## config.mk

```make
export PLATFORM = sky130hd
export DESIGN_NAME = sdc_controller
export DESIGN_NICKNAME = d
export VERILOG_FILES = /design/src/include/sdc_pkg.sv /design/src/logic/sdc_controller.sv
export VERILOG_INCLUDE_DIRS = /design/src /design/src/include
export SDC_FILE = /design/constraint.sdc
export NUM_CORES = 1
export LEC_CHECK = 0
export BUFFER_PORTS_ARGS = -buffer_cell sky130_fd_sc_hd__buf_2
export CAP_MARGIN = 5
export CORE_AREA = 2 2 166 168
export CTS_CLUSTER_SIZE = 30
export DETAILED_ROUTE_END_ITERATION = 12
export DIE_AREA = 0 0 168 170
export HOLD_SLACK_MARGIN = 0.06
export SLEW_MARGIN = 20
export SYNTH_ARGS = -nofsm -noshare
export SYNTH_HDL_FRONTEND = slang
export SYNTH_SLANG_ARGS = --single-unit
```

## constraint.sdc

```tcl
create_clock -name core_clk -period 8.4 [get_ports core_clk]
set_input_delay 1.26 -clock core_clk [delete_from_list [all_inputs] [get_ports core_clk]]
set_output_delay 1.26 -clock core_clk [all_outputs]
set_load 0.01 [all_outputs]
```

## src/include/sdc_defines.svh

```systemverilog
// Offsets, field positions, reset values and timing counts of the SDRAM controller.
`ifndef SDC_DEFINES_SVH
`define SDC_DEFINES_SVH
`define SDC_OFF_MODE      8'h00
`define SDC_OFF_REFRESH   8'h04
`define SDC_OFF_TIMING    8'h08
`define SDC_OFF_SELFREF   8'h0C
`define SDC_OFF_LOWPOWER  8'h10
`define SDC_OFF_IRQ_EN    8'h14
`define SDC_OFF_IRQ_DIS   8'h18
`define SDC_OFF_IRQ_MASK  8'h1C
`define SDC_OFF_IRQ_STAT  8'h20
`define SDC_RST_MODE      32'h00000010
`define SDC_RST_REFRESH   12'h800
`define SDC_RST_TIMING    32'h2A99C140
`define SDC_MODE_LSB      0
`define SDC_BUSW_BIT      4
`define SDC_NC_LSB        0
`define SDC_NR_LSB        2
`define SDC_TRC_LSB       11
`define SDC_TRP_LSB       15
`define SDC_ACTIVATE_TO_CMD_DELAY_LSB      19
`define SDC_ACTIVE_TO_PRECHARGE_DELAY_LSB      23
`define SDC_RFERR_BIT     0
`define SDC_MIN_DELAY     4'h2
`define SDC_CAS_CYCLES    4'h2
`define SDC_PAUSE_US      200
`define SDC_CLK_MHZ       20
`define SDC_PAUSE_CYCLES  (`SDC_PAUSE_US * `SDC_CLK_MHZ)
`endif

```

## src/include/sdc_pkg.sv

```systemverilog
// Types shared by the SDRAM controller.
package sdc_pkg;
  typedef enum logic [3:0] {
    SDC_CMD_NORMAL  = 4'h0,
    SDC_CMD_NOP     = 4'h1,
    SDC_CMD_PRECALL = 4'h2,
    SDC_CMD_LOADMR  = 4'h3,
    SDC_CMD_REFRESH = 4'h4
  } sdc_cmdmode_type;
  // Memory-side pin group: cs, ras, cas, we are active low.
  typedef struct packed {
    logic        clkEn;
    logic        csN;
    logic        rasN;
    logic        casN;
    logic        weN;
    logic [1:0]  bank;
    logic [12:0] addr;
  } sdc_mempins_type;
  // System-bus memory request.
  typedef struct packed {
    logic        valid;
    logic        write;
    logic        seq;
    logic [27:0] addr;
  } sdc_memreq_type;
endpackage : sdc_pkg

```

## src/logic/sdc_controller.sv

```systemverilog
// SDRAM controller core with AXI4-Lite register slave.
// Summary of operation
// - No memory signal toggles until at least 200 us after reset.
// - Command mode 1: a memory write drives a NOP.
// - Command mode 2: a memory write drives all-banks precharge.
// - Command mode 4: each memory write drives one auto-refresh.
// - Command mode 3: a memory write drives load-mode-register.
// - Single and burst accesses; sequential same-row accesses stream on.
// - Row change or page boundary: precharge, activate, then command.
// - Insert programmed precharge and activate-to-command delays.
// - Read adds CAS latency of two cycles of wait.
// - End of row in burst forces automatic page break.
// - Periodic auto-refresh from timer reloaded by refresh count.
// - Missed refresh sets error flag; reading status clears it.
// - Memory access during refresh is stalled by bus wait.
// - Self-refresh request puts memory in self-refresh, clock enable low.
// - Next selection exits self-refresh and clears the request.
// - Self-refresh lasts at least the active-to-precharge delay.
// - Low-power: clock enable low when idle, refreshes continue, next access raises it.
// - Refresh error interrupt output goes to the system interrupt.
// - Bus width bit: 0 selects 32 bits, 1 selects 16 bits.
// - No periodic refresh until refresh count written once after reset.
// - Mode 3 places write offset on address lines as mode value.
`timescale 1ns/1ps
`default_nettype none
`include "sdc_defines.svh"
module sdc_controller #(
  parameter int PAUSE_CYCLES = `SDC_PAUSE_CYCLES
) (
  input  wire logic               core_clk,
  input  wire logic               nrst,
  input  wire logic [7:0]         s_axi_awaddr,
  input  wire logic               s_axi_awvalid,
  output logic                    s_axi_awready,
  input  wire logic [31:0]        s_axi_wdata,
  input  wire logic [3:0]         s_axi_wstrb,
  input  wire logic               s_axi_wvalid,
  output logic                    s_axi_wready,
  output logic [1:0]              s_axi_bresp,
  output logic                    s_axi_bvalid,
  input  wire logic               s_axi_bready,
  input  wire logic [7:0]         s_axi_araddr,
  input  wire logic               s_axi_arvalid,
  output logic                    s_axi_arready,
  output logic [31:0]             s_axi_rdata,
  output logic [1:0]              s_axi_rresp,
  output logic                    s_axi_rvalid,
  input  wire logic               s_axi_rready,
  input  wire sdc_pkg::sdc_memreq_type memReq,
  output logic                    bus_wait,
  output sdc_pkg::sdc_mempins_type memPins,
  output logic                    memIoEnable,
  output logic                    busWidth16,
  output logic                    irqOut
);
  import sdc_pkg::*;

  // Elaboration check: the pause counter needs at least one cycle.
  if (PAUSE_CYCLES < 1) begin : gBadPause
    $error("PAUSE_CYCLES must be at least one");
  end

  typedef enum logic [7:0] {
    ST_PAUSE  = 8'h01,
    ST_IDLE   = 8'h02,
    ST_PRE    = 8'h04,
    ST_ACT    = 8'h08,
    ST_CMD    = 8'h10,
    ST_CAS    = 8'h20,
    ST_REF    = 8'h40,
    ST_SELF   = 8'h80
  } sdc_state_type;

  // Saturate a timing field at the two-cycle floor.
  function automatic logic [3:0] floorDelay(input logic [3:0] f);
    floorDelay = (f <= `SDC_MIN_DELAY) ? `SDC_MIN_DELAY : f;
  endfunction : floorDelay

  ////////////////////////////////////////////////////////////////////////////
  // Register file.
  logic [31:0] modeReg_q;
  logic [11:0] refCount_q;
  logic        refWritten_q;
  logic [31:0] timing_q;
  logic        selfReq_q;
  logic        lowPower_q;
  logic        irqMask_q;
  logic        irqStat_q;
  logic        awHeld_q;
  logic        wHeld_q;
  logic [7:0]  awAddr_q;
  logic [31:0] wData_q;
  logic        wrFire;
  logic        rdFire;
  logic        refMiss;
  logic        selfExit;

  assign s_axi_awready = !awHeld_q && !s_axi_bvalid;
  assign s_axi_wready  = !wHeld_q && !s_axi_bvalid;
  assign s_axi_arready = !s_axi_rvalid;
  assign s_axi_bresp   = 2'h0;
  assign s_axi_rresp   = 2'h0;
  assign wrFire = awHeld_q && wHeld_q;
  assign rdFire = s_axi_arvalid && s_axi_arready;

  // Address and data are latched independently so either may come first.
  always_ff @(posedge core_clk or negedge nrst) begin
    if (!nrst) begin
      awHeld_q <= 1'b0;
      wHeld_q <= 1'b0;
      awAddr_q <= 8'h00;
      wData_q <= 32'h00000000;
      s_axi_bvalid <= 1'b0;
    end else begin
      if (s_axi_awvalid && s_axi_awready) begin
        awHeld_q <= 1'b1;
        awAddr_q <= s_axi_awaddr;
      end
      if (s_axi_wvalid && s_axi_wready) begin
        wHeld_q <= 1'b1;
        wData_q <= s_axi_wdata;
      end
      if (wrFire) begin
        awHeld_q <= 1'b0;
        wHeld_q <= 1'b0;
        s_axi_bvalid <= 1'b1;
      end else if (s_axi_bvalid && s_axi_bready) begin
        s_axi_bvalid <= 1'b0;
      end
    end
  end

  // Configuration writes; byte strobes are ignored, only the defined bits of each word are stored.
  always_ff @(posedge core_clk or negedge nrst) begin
    if (!nrst) begin
      modeReg_q <= `SDC_RST_MODE;
      refCount_q <= `SDC_RST_REFRESH;
      refWritten_q <= 1'b0;
      timing_q <= `SDC_RST_TIMING;
      lowPower_q <= 1'b0;
      irqMask_q <= 1'b0;
    end else if (wrFire) begin
      case (awAddr_q)
        `SDC_OFF_MODE: modeReg_q <= wData_q & 32'h0000001F;
        `SDC_OFF_REFRESH: begin
          refCount_q <= wData_q[11:0];
          refWritten_q <= 1'b1;
        end
        `SDC_OFF_TIMING: timing_q <= wData_q & 32'h7FFFFFFF;
        `SDC_OFF_LOWPOWER: lowPower_q <= wData_q[0];
        `SDC_OFF_IRQ_EN: irqMask_q <= irqMask_q | wData_q[`SDC_RFERR_BIT];
        `SDC_OFF_IRQ_DIS: irqMask_q <= irqMask_q & ~wData_q[`SDC_RFERR_BIT];
        default: ;
      endcase
    end
  end

  // Self-refresh request: set by software, cleared on exit.
  always_ff @(posedge core_clk or negedge nrst) begin
    if (!nrst) begin
      selfReq_q <= 1'b0;
    end else if (wrFire && awAddr_q == `SDC_OFF_SELFREF && wData_q[0]) begin
      selfReq_q <= 1'b1;
    end else if (selfExit) begin
      selfReq_q <= 1'b0;
    end
  end

  // Refresh error flag; a new miss in the reading cycle wins over the clear.
  always_ff @(posedge core_clk or negedge nrst) begin
    if (!nrst) begin
      irqStat_q <= 1'b0;
    end else if (refMiss) begin
      irqStat_q <= 1'b1;
    end else if (rdFire && s_axi_araddr == `SDC_OFF_IRQ_STAT) begin
      irqStat_q <= 1'b0;
    end
  end

  // Read data path; unmapped offsets read as zero with OKAY.
  always_ff @(posedge core_clk or negedge nrst) begin
    if (!nrst) begin
      s_axi_rvalid <= 1'b0;
      s_axi_rdata <= 32'h00000000;
    end else if (rdFire) begin
      s_axi_rvalid <= 1'b1;
      case (s_axi_araddr)
        `SDC_OFF_MODE: s_axi_rdata <= modeReg_q;
        `SDC_OFF_REFRESH: s_axi_rdata <= {20'h00000, refCount_q};
        `SDC_OFF_TIMING: s_axi_rdata <= timing_q;
        `SDC_OFF_LOWPOWER: s_axi_rdata <= {31'h00000000, lowPower_q};
        `SDC_OFF_IRQ_MASK: s_axi_rdata <= {31'h00000000, irqMask_q};
        `SDC_OFF_IRQ_STAT: s_axi_rdata <= {31'h00000000, irqStat_q};
        default: s_axi_rdata <= 32'h00000000;
      endcase
    end else if (s_axi_rready) begin
      s_axi_rvalid <= 1'b0;
    end
  end

  assign irqOut = irqStat_q & irqMask_q;
  assign busWidth16 = modeReg_q[`SDC_BUSW_BIT];

  ////////////////////////////////////////////////////////////////////////////
  // Timing fields and geometry.
  logic [3:0]  tPre;
  logic [3:0]  tAct;
  logic [3:0]  active_to_precharge_delay;
  logic [3:0]  refresh_to_activate_delay;
  logic [3:0]  cmdMode;
  logic [3:0]  colBits;
  logic [27:0] offWord;
  logic [12:0] reqRow;
  logic [1:0]  reqBank;
  logic [10:0] reqCol;
  logic        lastCol;

  assign tPre = floorDelay(timing_q[`SDC_TRP_LSB +: 4]);
  assign tAct = floorDelay(timing_q[`SDC_ACTIVATE_TO_CMD_DELAY_LSB +: 4]);
  assign active_to_precharge_delay = floorDelay(timing_q[`SDC_ACTIVE_TO_PRECHARGE_DELAY_LSB +: 4]);
  assign refresh_to_activate_delay  = floorDelay(timing_q[`SDC_TRC_LSB +: 4]);
  assign cmdMode = modeReg_q[`SDC_MODE_LSB +: 4];
  assign colBits = 4'h8 + {2'h0, timing_q[`SDC_NC_LSB +: 2]};
  // Strip the byte lane bits: two for a 32-bit bus, one for 16 bits.
  assign offWord = busWidth16 ? {1'b0, memReq.addr[27:1]} : {2'h0, memReq.addr[27:2]};
  assign reqCol  = offWord[10:0] & ((11'h001 << colBits) - 11'h001);
  assign reqRow  = 13'(offWord >> colBits);
  assign reqBank = 2'(offWord >> (5'(colBits) + 5'h0D));
  assign lastCol = (reqCol == ((11'h001 << colBits) - 11'h001));

  ////////////////////////////////////////////////////////////////////////////
  // Refresh timer.
  logic [11:0] refTimer_q;
  logic        refPending_q;
  logic        refDone;

  always_ff @(posedge core_clk or negedge nrst) begin
    if (!nrst) begin
      refTimer_q <= 12'h000;
      refPending_q <= 1'b0;
    end else if (wrFire && awAddr_q == `SDC_OFF_REFRESH) begin
      // A new count restarts the interval at once, not after the old one expires.
      refTimer_q <= wData_q[11:0];
      refPending_q <= refPending_q && !refDone;
    end else if (!refWritten_q) begin
      refTimer_q <= refCount_q;
    end else if (refTimer_q == 12'h000) begin
      refTimer_q <= refCount_q;
      refPending_q <= 1'b1;
    end else begin
      refTimer_q <= refTimer_q - 12'h001;
      if (refDone) begin
        refPending_q <= 1'b0;
      end
    end
  end
  assign refMiss = refWritten_q && refTimer_q == 12'h000 && refPending_q && !refDone;

  ////////////////////////////////////////////////////////////////////////////
  // Command sequencer.
  sdc_state_type state_q;
  logic [15:0] wait_q;
  logic [31:0] pause_q;
  logic        rowOpen_q;
  logic [12:0] openRow_q;
  logic [1:0]  openBank_q;
  logic        curWrite_q;
  logic [10:0] curCol_q;
  sdc_mempins_type pins_q;
  logic        pageHit;
  logic        rowEnd_q;

  assign pageHit = rowOpen_q && !rowEnd_q && openRow_q == reqRow && openBank_q == reqBank;
  assign refDone = state_q == ST_REF && wait_q == 16'h0000;
  assign selfExit = state_q == ST_SELF && memReq.valid && wait_q == 16'h0000;
  assign bus_wait = memReq.valid && !(state_q == ST_IDLE && !refPending_q
                    && (cmdMode != 4'h0 || pageHit));
  assign memPins = pins_q;
  // Buffers follow clock enable, so they never wake ahead of the memory.
  assign memIoEnable = pins_q.clkEn;

  // One-cycle memory commands are encoded {cs, ras, cas, we} active low.
  always_ff @(posedge core_clk or negedge nrst) begin
    if (!nrst) begin
      state_q <= ST_PAUSE;
      wait_q <= 16'h0000;
      pause_q <= 32'h00000000;
      rowOpen_q <= 1'b0;
      openRow_q <= 13'h0000;
      openBank_q <= 2'h0;
      curWrite_q <= 1'b0;
      curCol_q <= 11'h000;
      rowEnd_q <= 1'b0;
      pins_q <= {1'b1, 4'hF, 2'h0, 13'h0000};
    end else begin
      pins_q.csN <= 1'b1;
      pins_q.rasN <= 1'b1;
      pins_q.casN <= 1'b1;
      pins_q.weN <= 1'b1;
      if (wait_q != 16'h0000) begin
        wait_q <= wait_q - 16'h0001;
      end
      case (state_q)
        ST_PAUSE: begin
          pins_q.csN <= 1'b1;
          if (pause_q == 32'(PAUSE_CYCLES - 1)) begin
            state_q <= ST_IDLE;
          end else begin
            pause_q <= pause_q + 32'h00000001;
          end
        end
        ST_IDLE: begin
          pins_q.clkEn <= !(lowPower_q && !memReq.valid && !refPending_q);
          if (refPending_q) begin
            pins_q.clkEn <= 1'b1;
            // The refresh itself is issued only from its own state, once per request.
            state_q <= rowOpen_q ? ST_PRE : ST_REF;
          end else if (selfReq_q && !memReq.valid) begin
            {pins_q.csN, pins_q.rasN, pins_q.casN, pins_q.weN} <= 4'h1;
            pins_q.clkEn <= 1'b0;
            rowOpen_q <= 1'b0;
            wait_q <= {12'h000, active_to_precharge_delay};
            state_q <= ST_SELF;
          end else if (memReq.valid && cmdMode != 4'h0) begin
            pins_q.clkEn <= 1'b1;
            case (cmdMode)
              4'h1: {pins_q.csN, pins_q.rasN, pins_q.casN, pins_q.weN} <= 4'h7;
              4'h2: begin
                {pins_q.csN, pins_q.rasN, pins_q.casN, pins_q.weN} <= 4'h2;
                pins_q.addr <= 13'h0400;
                rowOpen_q <= 1'b0;
              end
              4'h3: begin
                {pins_q.csN, pins_q.rasN, pins_q.casN, pins_q.weN} <= 4'h0;
                pins_q.addr <= memReq.addr[12:0];
                pins_q.bank <= memReq.addr[14:13];
              end
              4'h4: {pins_q.csN, pins_q.rasN, pins_q.casN, pins_q.weN} <= 4'h1;
              default: {pins_q.csN, pins_q.rasN, pins_q.casN, pins_q.weN} <= 4'h7;
            endcase
          end else if (memReq.valid) begin
            pins_q.clkEn <= 1'b1;
            curWrite_q <= memReq.write;
            curCol_q <= reqCol;
            if (pageHit) begin
              {pins_q.csN, pins_q.rasN, pins_q.casN} <= 3'h2;
              pins_q.weN <= !memReq.write;
              pins_q.addr <= {2'h0, reqCol};
              // Force page break; the row stays open so it is precharged.
              rowEnd_q <= lastCol;
              if (!memReq.write) begin
                wait_q <= {12'h000, `SDC_CAS_CYCLES};
                state_q <= ST_CAS;
              end
            end else begin
              state_q <= rowOpen_q ? ST_PRE : ST_ACT;
            end
          end
        end
        ST_PRE: begin
          if (wait_q == 16'h0000) begin
            {pins_q.csN, pins_q.rasN, pins_q.casN, pins_q.weN} <= 4'h2;
            pins_q.addr <= 13'h0400;
            rowOpen_q <= 1'b0;
            wait_q <= {12'h000, tPre};
            state_q <= refPending_q ? ST_REF : ST_ACT;
          end
        end
        ST_ACT: begin
          if (wait_q == 16'h0000) begin
            {pins_q.csN, pins_q.rasN, pins_q.casN, pins_q.weN} <= 4'h3;
            pins_q.addr <= reqRow;
            pins_q.bank <= reqBank;
            openRow_q <= reqRow;
            openBank_q <= reqBank;
            rowOpen_q <= 1'b1;
            rowEnd_q <= 1'b0;
            wait_q <= {12'h000, tAct};
            state_q <= ST_CMD;
          end
        end
        ST_CMD: begin
          if (wait_q == 16'h0000) begin
            state_q <= ST_IDLE;
          end
        end
        ST_CAS: begin
          if (wait_q == 16'h0000) begin
            state_q <= ST_IDLE;
          end
        end
        ST_REF: begin
          if (wait_q == 16'h0001 && !pins_q.csN) begin
            wait_q <= 16'h0000;
          end
          if (wait_q == 16'h0000 && pins_q.csN && pins_q.rasN) begin
            {pins_q.csN, pins_q.rasN, pins_q.casN, pins_q.weN} <= 4'h1;
            wait_q <= {12'h000, refresh_to_activate_delay};
            state_q <= ST_CMD;
          end
        end
        ST_SELF: begin
          pins_q.clkEn <= 1'b0;
          if (memReq.valid && wait_q == 16'h0000) begin
            pins_q.clkEn <= 1'b1;
            wait_q <= {12'h000, refresh_to_activate_delay};
            state_q <= ST_CMD;
          end
        end
        default: state_q <= ST_IDLE;
      endcase
    end
  end
endmodule : sdc_controller
`default_nettype wire

```

# Yosys cells after proc, flatten, opt, wreduce, memory -nomap -nowiden
# Index checks and enable logic that the tools add are counted.
[classes] reduce_logical=77 bitwise=6 n_eq_ne=48 n_mux=92 magnitude_cmp=4 shifts=3 n_addsub=6
[ops] op="16-bit 2-to-1 mux" n=12
[ops] op="31-bit case mux with 6 select lines" n=1
[ops] op="8-bit 2-to-1 mux" n=12
[ops] op="16-bit case mux with 5 select lines" n=1
[ops] op="8-bit case mux with 7 select lines" n=1
[ops] op="13-bit 2-to-1 mux" n=4
[ops] op="8-bit by 5-bit == test with 1-bit output, second input constant" n=6
[ops] op="13-bit case mux with 3 select lines" n=1
[ops] op="19-bit 2-to-1 mux" n=2
[ops] op="12-bit 2-to-1 mux" n=3
[ops] op="32-bit by 1-bit adder with 32-bit output, second input constant" n=1
[ops] op="32-bit by 12-bit == test with 1-bit output, second input constant" n=1
[ops] op="8-bit by 4-bit == test with 1-bit output, second input constant" n=4
[ops] op="1-bit logical AND" n=32
[ops] op="4-bit 2-to-1 mux" n=8
[ops] op="1-bit 2-to-1 mux" n=29
[ops] op="27-bit 2-to-1 mux" n=1
[ops] op="27-bit by 4-bit >> shifter with 13-bit output" n=1
[ops] op="27-bit by 5-bit >> shifter with 2-bit output" n=1
[ops] op="13-bit case mux with 2 select lines" n=1
[ops] op="8-bit by 3-bit == test with 1-bit output, second input constant" n=3
[ops] op="2-bit nonzero test" n=10
[ops] op="16-bit by 1-bit == test with 1-bit output, second input constant" n=1
[ops] op="8-bit by 6-bit == test with 1-bit output, second input constant" n=2
[ops] op="other kinds (52)" n=98
[totals] wordCells=267 inputBits=90 register_bits=234 output_inout_bits=65

# Longest topological paths before layout
# Gate-level depths: netlist of the first run.
[depth] depth_word=11 mapped_depth=12 mapped_depth_nobuf=9

# Least setup slack after synthesis of the first run
# No wires, ideal clock.
[synth_timing] path_type="input -> output" start="in memReq[13] (netlist bit)" end="out bus_wait" path_buffers=0 required_time_ps=7140 t_arrival_ps=3267 cell_stages=8 slack_ps=3873 cell_sequence="mux2i_1 -> mux4_2 -> xnor2_1 -> a2111o_1 -> or4_4 -> nor2_1 -> o21ai_0 -> and2_1"
[synth_via] elab_chain_len=9 word_cells_on_any_way=11 classes_between="2 x eq/ne; 2 x shift; 1 x mux; 6 x reduce/logical"
[synth_lines] element="start, declared" line="sdc_controller.sv:49" text="input wire sdc_pkg::sdc_memreq_type memReq,"
[synth_lines] element="27-bit 2-to-1 mux (*)" line="sdc_controller.sv:225" text="assign offWord = busWidth16 ? {1'b0, memReq.addr[27:1]} : {2'h0, memReq.addr[27:2]};"
[synth_lines] element="27-bit by 4-bit >> shifter with 13-bit output" line="sdc_controller.sv:227" text="assign reqRow = 13'(offWord >> colBits);"
[synth_lines] element="13-bit == test" line="sdc_controller.sv:273" text="assign pageHit = rowOpen_q && !rowEnd_q && openRow_q == reqRow && openBank_q == reqBank;"
[synth_lines] element="1-bit logical AND" line="sdc_controller.sv:273"
[synth_lines] element="1-bit logical AND (*)" line="sdc_controller.sv:273"
[synth_lines] element="1-bit logical OR (*)" line="sdc_controller.sv:277" text="&& (cmdMode != 4'h0 || pageHit));"
[synth_lines] element="1-bit logical AND (*)" line="sdc_controller.sv:277"
[synth_lines] element="1-bit zero test (*)" line="sdc_controller.sv:276" text="assign bus_wait = memReq.valid && !(state_q == ST_IDLE && !refPending_q"
[synth_lines] element="1-bit logical AND (*)" line="sdc_controller.sv:276"
[synth_lines] element="end, declared" line="sdc_controller.sv:50" text="output logic bus_wait,"
# Every way passes the cells marked *; elsewhere a longest branch is shown, timed or not.

# Worst setup path after layout of the first run
[layout_timing] start="reg timing_q[1]" end="out bus_wait"
[layout_via] elab_chain_len=9 word_cells_on_any_way=12 classes_between="2 x add/sub; 2 x eq/ne; 2 x shift; 6 x reduce/logical"
[layout_lines] element="start, declared" line="sdc_controller.sv:84" text="logic [31:0] timing_q;"
[layout_lines] element="start signal, assigned" line="sdc_controller.sv:139" text="timing_q <= `SDC_RST_TIMING;"
[layout_lines] element="start signal, assigned" line="sdc_controller.sv:149" text="`SDC_OFF_TIMING: timing_q <= wData_q & 32'h7FFFFFFF;"
[layout_lines] element="4-bit by 2-bit adder with 4-bit output (*)" line="sdc_controller.sv:223" text="assign colBits = 4'h8 + {2'h0, timing_q[`SDC_NC_LSB +: 2]};"
[layout_lines] element="4-bit by 4-bit adder with 5-bit output or 27-bit by 4-bit >> shifter with 13-bit output (tied branches)" line="sdc_controller.sv:228, sdc_controller.sv:227"
[layout_lines] element="27-bit by 5-bit >> shifter with 2-bit output or 13-bit == test (tied branches)" line="sdc_controller.sv:228, sdc_controller.sv:273"
[layout_lines] element="2-bit == test or 1-bit logical AND (tied branches)" line="sdc_controller.sv:273"
[layout_lines] element="1-bit logical AND (*)" line="sdc_controller.sv:273"
[layout_lines] element="1-bit logical OR (*)" line="sdc_controller.sv:277"
[layout_lines] element="1-bit logical AND (*)" line="sdc_controller.sv:277"
[layout_lines] element="1-bit zero test (*)" line="sdc_controller.sv:276"
[layout_lines] element="1-bit logical AND (*)" line="sdc_controller.sv:276"
# Marks and branches as above.

==> results of run 1 <==
-- through the flow --
stage               worst slack [ns]  total power, W   util  hold slack (ns)  cells
floorplan                       3.87         0.00186      -            0.439   1161
global placement                3.31         0.00204  0.482            0.454   1598
detailed placement              3.32         0.00205  0.482            0.458   1598
CTS                             3.06         0.00331  0.518            0.468   1648
global route                    2.75         0.00345  0.518            0.509   1648
finish                          3.06         0.00328  0.518            0.467   1649
-- kinds of logic (layout without fill, tap and decap cells) --
group / Yosys count / after routing
other: 1 / 6
AND/OR/NAND/NOR: 421 / 421
XOR/XNOR: 64 / 64
adder cells (fa/ha/maj): 7 / 7
multiplexers: 133 / 133
buffers and inverters: 81 / 227
AO/OA/AOI/OAI: 217 / 217
flip-flops: 233 / 233
-- area by class of cell --
type                    count  area, sq um
inverters                  24         90.1
flip-flops and latches    233         5850
clock buffers              38          797
repair buffers            153          801
multi-input cells         847         5680
fillers                  2444        12800
diodes                      1         2.50
clock inverters            12          164
well taps                 341          427
-- per-layer routing --
layer	GRT usage	vias up	wire length (um)
li1	-	4383	-
met1	0.293	4503	13800
met3	0.0467	44	2010
met4	0.0526	0	738
met5	0	-	0
met2	0.312	259	12500
-- worst max-delay path: stages (launching register included) --
cell and delay [ns]:
dfrtp_1 0.93, inv_2 0.28, mux4_2 0.56, xnor2_1 0.15, nor4_1 0.58, nand4_1 0.32, nor2_1 0.25, o21ai_0 0.10
and2_1 0.21, buf_2 0.15
-- layout by cell type (no fill, tap or decap), drive strengths merged, types with 7 or more instances in the layout --
| cell type | synthesis | final |
|---|---|---|
| buf | 20 | 153 |
| a22oi | 8 | 8 |
| and2 | 8 | 8 |
| nor2b | 8 | 8 |
| and3 | 14 | 14 |
| nor2 | 95 | 95 |
| mux2i | 34 | 34 |
| nand4 | 17 | 17 |
| o21ai | 80 | 80 |
| nor4 | 22 | 22 |
| nand2 | 156 | 156 |
| dfstp | 19 | 19 |
| mux4 | 7 | 7 |
| a21oi | 43 | 43 |
| nand3 | 28 | 28 |
| xor2 | 19 | 19 |
| inv | 24 | 27 |
| o22ai | 8 | 8 |
| clkbuf | 37 | 38 |
| o211ai | 7 | 7 |
| a22o | 20 | 20 |
| xnor2 | 45 | 45 |
| mux2 | 92 | 92 |
| a21o | 8 | 8 |
| dfrtp | 214 | 214 |
| nand2b | 13 | 13 |
| nor3 | 25 | 25 |
-- power groups by stage --
stage,Combinational [W],Clock (W),Sequential [W]
6_report,0.000589,0.00124,0.00145
2_1_floorplan,0.000469,0,0.00139
5_1_grt,0.000656,0.00132,0.00147
3_3_place_gp,0.000577,0,0.00146
4_1_cts,0.000591,0.00127,0.00145
3_5_place_dp,0.000588,0,0.00147
-- state kept, by name (all words and copies together) (netlist names), 2 cells and up, named ones only --
name         cells
modeReg_q        5
memPins         19
wait_q          16
refTimer_q      12
s_axi_rdata     31
pause_q         32
openRow_q       13
timing_q        31
openBank_q       2
wData_q         31
awAddr_q         8
state_q          8
refCount_q      12
-- worst max path at each step --
stage                     slack, ns   startpoint  cells past startpoint       end
after global routing           2.75  timing_q[1]                      9  bus_wait
after detailed placement       3.32   memReq[11]                     10  bus_wait
after global placement         3.31   memReq[11]                     10  bus_wait
after floorplan                3.87   memReq[13]                      8  bus_wait
after CTS                      3.06  timing_q[1]                      9  bus_wait
final                          3.06  timing_q[1]                      9  bus_wait
==> summary.txt, run 1 <==
Power
  • Net Sw Power: 0.000936 W
  • Maximum VDD drop: ~200 uV
  • Sw Ratio: 0.286
  • Power share of the combinational group: 0.180
  • P_int: 0.00234 W
  • Clock group share of total power: 0.378
  • Sequential share of power: 0.442
  • Power Density: 237 nW/um^2
  • Lkg Pwr: 6.17 nW

Min path
  • Hold Crit Class: reg2reg
  • HP Start: pause_q[4]
  • Worst Hold Endpoint: pause_q[4]
  • Worst hold stages: 1

Synth
  • Synth top area share: 0.452
  • Ys flop type: dfrtp_1
  • Xor/xnor share of the synthesized area: 0.0473
  • Netlist cell types: 74
  • Syn Area/Cell: a little over 10 sq um
  • Synth top area cells: dfrtp_1 (45%), mux2_2 (8.0%), nand2_1 (4.9%)
  • Largest family of logic cells by synthesized area: simple AND/OR/NAND/NOR gates
  • Mux contribution to synthesized area: 0.133
  • Synthesized flop and latch total: 233
  • Compound-gate portion of the synthesized area: 0.118
  • Post-synth EDFFs: 0
  • Post-Synth Adder-Cell Area: 0.00718
  • Yosys warning total: 0
  • Area leader, netlist: dfrtp_1
  • Most numerous cell in the Yosys netlist: dfrtp_1
  • Register area share after synthesis: 0.494
  • Post-Syn Area: 11800 sq um
  • Post-Synth Simple-Gate Area: 0.169
  • Most common library cells after synthesis: dfrtp_1 (214), nand2_1 (156), nor2_1 (95)
  • Asr flop ratio synth: 1.00
  • Gate Count Post-Synth: 1157

Floorplanning
  • Die W: approximately 170 um
  • Die area: 28600 sq um
  • Core ar.: 26700 sq um
  • Initial Utilization: 0.444
  • Ports: roughly 160
  • Site row count: 60
  • Chip height: 170 um

STA
  • Final clock skew: 0.0163 ns
  • Min Tclk post-route: 5.34 ns
  • Slew headroom: 0.266
  • # setup viols final: 0
  • Endpoints failing hold: 0
  • Peak Freq: 187 MHz
  • RSZ-0062 raised after global routing: no
  • Setup TNS: 0 ns
  • Final Slew Violations: 0
  • Period utilization: 0.636
  • Slew of the pin with the lowest slew margin: 1.10 ns

Layout
  • Synth-to-Final Area Change: 16.7%
  • Layout cells sized above 1: 0.257
  • Final #Nets: 1382
  • Post-route design area: 13800 sq um

Global route
  • Largest net degree at the start of global routing: 122
  • Vias in the first global route: 8971
  • Gr ovfl total: 0
  • Global Route Usage Sum: 0.204
  • First-pass GRT wire length: between 40 and 50 mm
  • Initial antenna violation count: 1

Clock tree
  • Setup Buffers After CTS: 0
  • CTS HTree Levels: 1
  • CTS clk-pin slew, worst paths: 0.06 ns
  • Post-CTS Hold Fix Bufs: 0
  • Later-pin clock latency in the skew report: approximately 0.55 ns
  • CTS max path bufs: 3
  • Root Driver: clkbuf_16
  • Num CTS Buffers: 27
  • CTS tree: done
  • Clock Sinks: 233
  • CTS resizes: 0

Critical path
  • Req. time, crit path: 7.14 ns
  • Reg2reg path depth: 7
  • CP Launch Type: flip-flop
  • Worst path arrival time: 4.08 ns
  • Critical path endpoint category: primary output
  • Crit Reg-Reg Endpoint: wait_q[2]
  • Worst r2r src: wait_q[8]
  • Reg-to-reg setup timing slack: 4.15 ns
  • Setup Crit Path Kind: reg2out
  • Critical Path Fanout Max: 25

Run status
  • Status: finished, final reports clean

Route
  • Via count: 9189
  • First drt pass iteration count: 5
  • Wire per inst: 17.6 um
  • Drc violations: 0
  • Initial DRC Count: ~650
  • Wirelength, routed: 29.0 mm
  • Antenna-violating nets left: 0
  • Vias per cell: around 5.6

Placed design
  • Placed cell area: about 13000 sq um
  • IO Port Bufs: 143
  • Placer Congestion: 0.876
  • DP HPWL: 20.4 mm

Run
  • Max-Cap Viols: 0
Power figures use the tool's default switching activity.
==> inputs of run 2 (changes only) <==
Settings changed: PLACE_DENSITY from default to 0.66.
Clock period 8.4 ns to 4.55 ns, I/O delays scaled along.
==> summary.txt, run 2 (synthesis results as in run 1) <==
Layout
  • Commonest non-fill, non-tap cell in the layout: dfrtp_1
  • Most frequent cells in the layout: dfrtp_1 (213), nand2_1 (155), buf_2 (142), nor2_1 (93), mux2_2 (84)
  • Synth-to-Final Area Change: 16.8% (about the same)
  • Final #Nets: 1389 (+0.51%)
  • Largest register by flop count: pause_q
  • Layout cells sized above 1: 0.258 (+0.00131)
  • Max FFs per register: 32 (unchanged)
  • Non-Filler Instances: 1654 (+0.30%)

Clock tree
  • Root Driver: clkbuf_16
  • CTS clk-pin slew, worst paths: 0.06 ns (about the same)
  • CTS tree: done
  • Num CTS Buffers: 25 (-7.4%)
  • Clock Sinks: 233 (unchanged)
  • CTS max path bufs: 3 (unchanged)
  • Later-pin clock latency in the skew report: 0.54 ns (about the same)
  • CTS HTree Levels: 1 (unchanged)

Floorplanning
  • Chip height: 170 um (unchanged)
  • Initial Utilization: 0.444 (unchanged)
  • Site row count: 60 (unchanged)
  • Die W: 168 um (unchanged)
  • Ports: 155 (unchanged)
  • Core ar.: 26700 sq um (unchanged)
  • Die area: 28600 sq um (unchanged)

Route
  • Wire per inst: 17.6 um (about the same)
  • Via count: 9275 (+0.94%)
  • Wirelength, routed: 29.2 mm (+0.36%)
  • Drc violations: 0 (unchanged)
  • Initial DRC Count: 614 (-5.0%)
  • Antenna-violating nets left: 0 (unchanged)
  • Vias per cell: 5.61 (+0.63%)
  • First drt pass iteration count: 5 (unchanged)

STA
  • Final clock skew: 0.0202 ns (+0.00385 ns)
  • Period utilization: 0.966
  • RSZ-0062 raised after global routing: no
  • Slew of the pin with the lowest slew margin: 1.09 ns (-0.00815 ns)
  • Min Tclk post-route: 4.39 ns
  • # setup viols final: 0 (unchanged)
  • Slew headroom: 0.271 (+0.00545)
  • Setup TNS: 0 ns (unchanged)
  • Final Slew Violations: 0 (unchanged)
  • Peak Freq: 228 MHz
  • Endpoints failing hold: 0 (unchanged)
  • Final WS setup: 0.156 ns (-2.90 ns)

Critical path
  • Reg-to-reg setup timing slack: 0.96 ns (-3.19 ns)
  • CP Launch Type: flip-flop
  • Reg2reg path depth: 10 (+3)
  • Req. time, crit path: 3.87 ns (-3.27 ns)
  • Critical path endpoint category: primary output
  • Crit Reg-Reg Endpoint: memPins[10]
  • Worst r2r src: timing_q[0]
  • Worst path arrival time: 3.71 ns (-0.37 ns)
  • Setup Crit Path Kind: reg2out
  • Critical Path Fanout Max: 8 (-68%)

Placed design
  • IO Port Bufs: 143 (unchanged)
  • Dpl cells: 1604 (+0.38%)
  • DP HPWL: 20.5 mm (+0.65%)
  • Placer Congestion: 0.874 (-0.24%)
  • Pre-CTS setup slack: 0.390 ns (-2.93 ns)

Run status
  • Status: finished, final reports clean

Global route
  • Largest net degree at the start of global routing: 133 (+9.0%)
  • Gr ovfl total: 0 (unchanged)
  • First-pass GRT wire length: 47.7 mm (+0.98%)
  • Vias in the first global route: 9032 (+0.68%)
  • Global Route Usage Sum: 0.205 (+0.000853)
  • Initial antenna violation count: 3 (+2)

Min path
  • Worst hold stages: 2 (+1)
  • Worst Hold Endpoint: s_axi_rvalid
  • Hold Crit Class: in2reg
  • HP Start: s_axi_rready

Power
  • Power Density: 426 nW/um^2 (+80%)
  • Maximum VDD drop: 508 uV (+160%)
  • Lkg Pwr: 6.17 nW (about the same)

Run
  • Max-Cap Viols: 0 (unchanged)
[run 2: stage by stage]
stage	utilization	cell area [sq um]	total power [W]	hold slack [ns]
2_1_floorplan	-	11900	0.00344	0.387
5_1_grt	0.519	13800	0.00618	0.310
3_5_place_dp	0.484	12900	0.00380	0.461
6_report	0.519	13800	0.00589	0.320
4_1_cts	0.516	13800	0.00592	0.306
3_3_place_gp	0.484	12900	0.00376	0.456
[run 2: final cells by class]
class	instances	area, sq um
tap	341	427
clock inverter	9	138
clock buffer	37	721
sequential	233	5860
timing repair buffer	162	903
fill	2373	12800
multi-input combinational	847	5690
antenna	1	2.50
inverter	24	90.1
[run 2: metal layers]
metal | global-route usage | share of wire | vias to the layer above
met1 | 0.281 | 0.46 | 4605
li1 | - | - | 4404
met2 | 0.332 | 0.46 | 236
met5 | 0 | 0.00045 | -
met3 | 0.0533 | 0.069 | 28
met4 | 0.0367 | 0.013 | 2
[run 2: worst max path at each step]
stage,startpoint,end,cells after the start
finish,timing_q[0],bus_wait,10
CTS,modeReg_q[4],bus_wait,10
detailed placement,timing_q[0],bus_wait,10
floorplan,memReq[13],bus_wait,8
global route,timing_q[0],bus_wait,10
global placement,timing_q[0],bus_wait,10
[run 2: worst max-delay path, stage by stage (launching register included)]
cell and delay [ns]:
dfrtp_4 0.55, buf_4 0.22, mux2i_1 0.16, mux4_2 0.51, xnor2_1 0.17, a2111o_1 0.35, or4_4 0.57, nor2_2 0.17
o21ai_1 0.13, and2_1 0.21, buf_2 0.13
[run 2: where the power goes]
| part | internal, W | switching, W | leakage, nW |
|---|---|---|---|
| sequential | 0.00239 | 0.000281 | 2.92 |
| combinational | 0.000546 | 0.000562 | 2.83 |
| clock | 0.00127 | 0.000838 | 0.420 |
[run 2: what timing repair did]
| item | CTS | global route |
|---|---|---|
| hold buffers | 0 | 1 |
| endpoints found under the setup margin | 1 | 1 |
| gates resized for setup | 1 | 5 |
| hold endpoints to repair | 0 | 35 |
| setup buffers | 0 | 1 |
==> inputs of run 3 (changes only) <==
--- a/config.mk
+++ b/config.mk
@@ -15,5 +15,5 @@
 export HOLD_SLACK_MARGIN = 0.06
 export PLACE_DENSITY = 0.66
-export SLEW_MARGIN = 20
+export SLEW_MARGIN = 25
 export SYNTH_ARGS = -nofsm -noshare
 export SYNTH_HDL_FRONTEND = slang
==> constraint.sdc (replaced) <==
create_clock -name core_clk -period 4.55 [get_ports core_clk]
set_input_delay 0.6825 -clock core_clk [delete_from_list [all_inputs] [get_ports core_clk]]
set_output_delay 0.6825 -clock core_clk [all_outputs]
set_load 0.05 [all_outputs]
==> summary.txt, run 3 (synthesis results as in run 1) <==
Global route
  • Initial antenna violation count: 0 (-3)
  • Global Route Usage Sum: 0.204 (-0.000914)
  • First-pass GRT wire length: 47.2 mm (-1.2%)
  • Grt met1 use: 0.284 (+0.00295)
  • Vias in the first global route: 8937 (-1.1%)
  • Busiest grt layer: met2
  • Met3 Use GR: 0.0414 (-0.0119)
  • Gr ovfl total: 0 (unchanged)
  • Largest net degree at the start of global routing: 109 (-18%)
  • Met2 Usage GRT: 0.330 (-0.00198)

STA
  • Endpoints failing hold: 0 (unchanged)
  • # setup viols final: 0 (unchanged)
  • Final Slew Violations: 0 (unchanged)
  • RSZ-0062 raised after global routing: no
  • Final WS setup: 0.122 ns (-0.0338 ns)
  • Slew of the pin with the lowest slew margin: 1.03 ns (-0.0604 ns)
  • Final clock skew: 0.0180 ns (-0.00223 ns)
  • Period utilization: 0.973 (+0.00743)
  • Slew headroom: 0.312 (+0.0404)
  • Setup TNS: 0 ns (unchanged)
  • Hold_ws: 0.166 ns (-0.154 ns)
  • Peak Freq: 226 MHz (-0.76%)
  • Min Tclk post-route: 4.43 ns (+0.0338 ns)

Critical path
  • Req. time, crit path: 3.87 ns (about the same)
  • Critical Path Fanout Max: 24 (+16)
  • Crit Reg-Reg Endpoint: wait_q[2]
  • Setup Crit Path Kind: reg2out
  • Worst r2r src: timing_q[0]
  • Critical path endpoint category: primary output
  • Reg2reg path depth: 9 (-1)
  • CP Launch Type: flip-flop
  • Reg-to-reg setup timing slack: 0.92 ns (-0.04 ns)
  • Worst path arrival time: 3.75 ns (+0.04 ns)

Route
  • Antenna-violating nets left: 0 (unchanged)
  • Drc violations: 0 (unchanged)
  • Via count: 9217 (-0.63%)
  • Wirelength, routed: 29.0 mm (-0.67%)
  • Initial DRC Count: 690 (+12%)
  • Wire per inst: 17.5 um (-0.55%)
  • Vias per cell: 5.58 (-0.51%)
  • First drt pass iteration count: 7 (+2)

Floorplanning
  • Site row count: 60 (unchanged)
  • Core ar.: 26700 sq um (unchanged)
  • Die area: 28600 sq um (unchanged)
  • Chip height: 170 um (unchanged)
  • Die W: 168 um (unchanged)
  • Initial Utilization: 0.444 (unchanged)
  • Ports: 155 (unchanged)

Run
  • Max-Cap Viols: 0 (unchanged)

Layout
  • Most frequent cells in the layout: dfrtp_1 (214), nand2_1 (155), buf_2 (142), nor2_1 (94), mux2_2 (84)
  • Synth-to-Final Area Change: 16.3%
  • Fillers: 2418 (+1.9%)
  • Max FFs per register: 32 (unchanged)
  • Layout cells sized above 1: 0.257 (-0.00113)
  • Largest register by flop count: pause_q
  • Commonest non-fill, non-tap cell in the layout: dfrtp_1
  • Final #Nets: 1387 (-0.14%)
  • Non-Filler Instances: 1652 (-0.12%)

Placed design
  • Dpl cells: 1604 (unchanged)
  • Pre-CTS setup slack: 0.502 ns (+0.112 ns)
  • IO Port Bufs: 143 (unchanged)
  • Placer Congestion: 0.887 (+1.5%)
  • DP HPWL: 20.6 mm (+0.43%)

Power
  • Maximum VDD drop: 372 uV (-27%)
  • Lkg Pwr: 6.16 nW (-0.23%)
  • Power Density: 427 nW/um^2 (+0.39%)

Clock tree
  • CTS max path bufs: 3 (unchanged)
  • CTS HTree Levels: 1 (unchanged)
  • Post-CTS Hold Fix Bufs: 0 (unchanged)
  • CTS clk-pin slew, worst paths: 0.06 ns (about the same)
  • CTS tree: done
  • Num CTS Buffers: 25 (unchanged)
  • Later-pin clock latency in the skew report: 0.54 ns (about the same)
  • Root Driver: clkbuf_16
  • Clock Sinks: 233 (unchanged)

Run status
  • Status: finished, final reports clean

Min path
  • Hold Crit Class: in2async
-- run 3: worst max-delay path by stage --
stage / from / to / slack (ns) / cells past startpoint
CTS: timing_q[0] / bus_wait / 0.05 / 10
global placement: memReq[11] / bus_wait / 0.53 / 10
detailed placement: memReq[11] / bus_wait / 0.50 / 10
floorplan: modeReg_q[4] / bus_wait / 0.87 / 9
global route: timing_q[1] / bus_wait / 0.002 / 10
finish: timing_q[0] / bus_wait / 0.12 / 10
-- run 3: routing by layer --
layer  vias up  part of all wire
li1       4377                 -
met3        36             0.065
met4         0             0.016
met5         -                 0
met2       267              0.46
met1      4537              0.46
-- run 3: area by class of cell --
class | count | area, sq um | area share
multi-input combinational | 847 | 5670 | 0.412
antenna | 1 | 2.50 | 0.000182
sequential | 233 | 5860 | 0.425
inverter | 24 | 90.1 | 0.00654
clock buffer | 36 | 717 | 0.0520
clock inverter | 10 | 115 | 0.00836
timing repair buffer | 160 | 891 | 0.0647
tap | 341 | 427 | 0.0310
-- run 3: worst max-delay path: stages (launching register included) --
cell and delay, ns:
dfrtp_1 0.39, buf_12 0.18, mux2i_1 0.20, mux4_2 0.52
xnor2_1 0.16, a2111o_1 0.34, or4_4 0.56, nor2_1 0.22
o21ai_0 0.20, and2_1 0.22, buf_2 0.20
-- run 3: repair_timing --
item,in CTS,in global routing
endpoints found under the setup margin,0,1
setup buffers,0,0
resized for setup,0,5
-- run 3: power by group --
group | total (W) | switching, W | internal (W)
registers | 0.00266 | 0.000279 | 0.00239
clock network | 0.00204 | 0.000825 | 0.00121
logic | 0.00118 | 0.000638 | 0.000546
-- run 3: stage by stage --
step / cell area [sq um] / utilization / total power, W
final: 13800 / 0.517 / 0.00589
after global placement: 12900 / 0.484 / 0.00384
after global routing: 13800 / 0.517 / 0.00618
after CTS: 13700 / 0.515 / 0.00594
after detailed placement: 12900 / 0.484 / 0.00388
after floorplan: 11900 / - / 0.00351
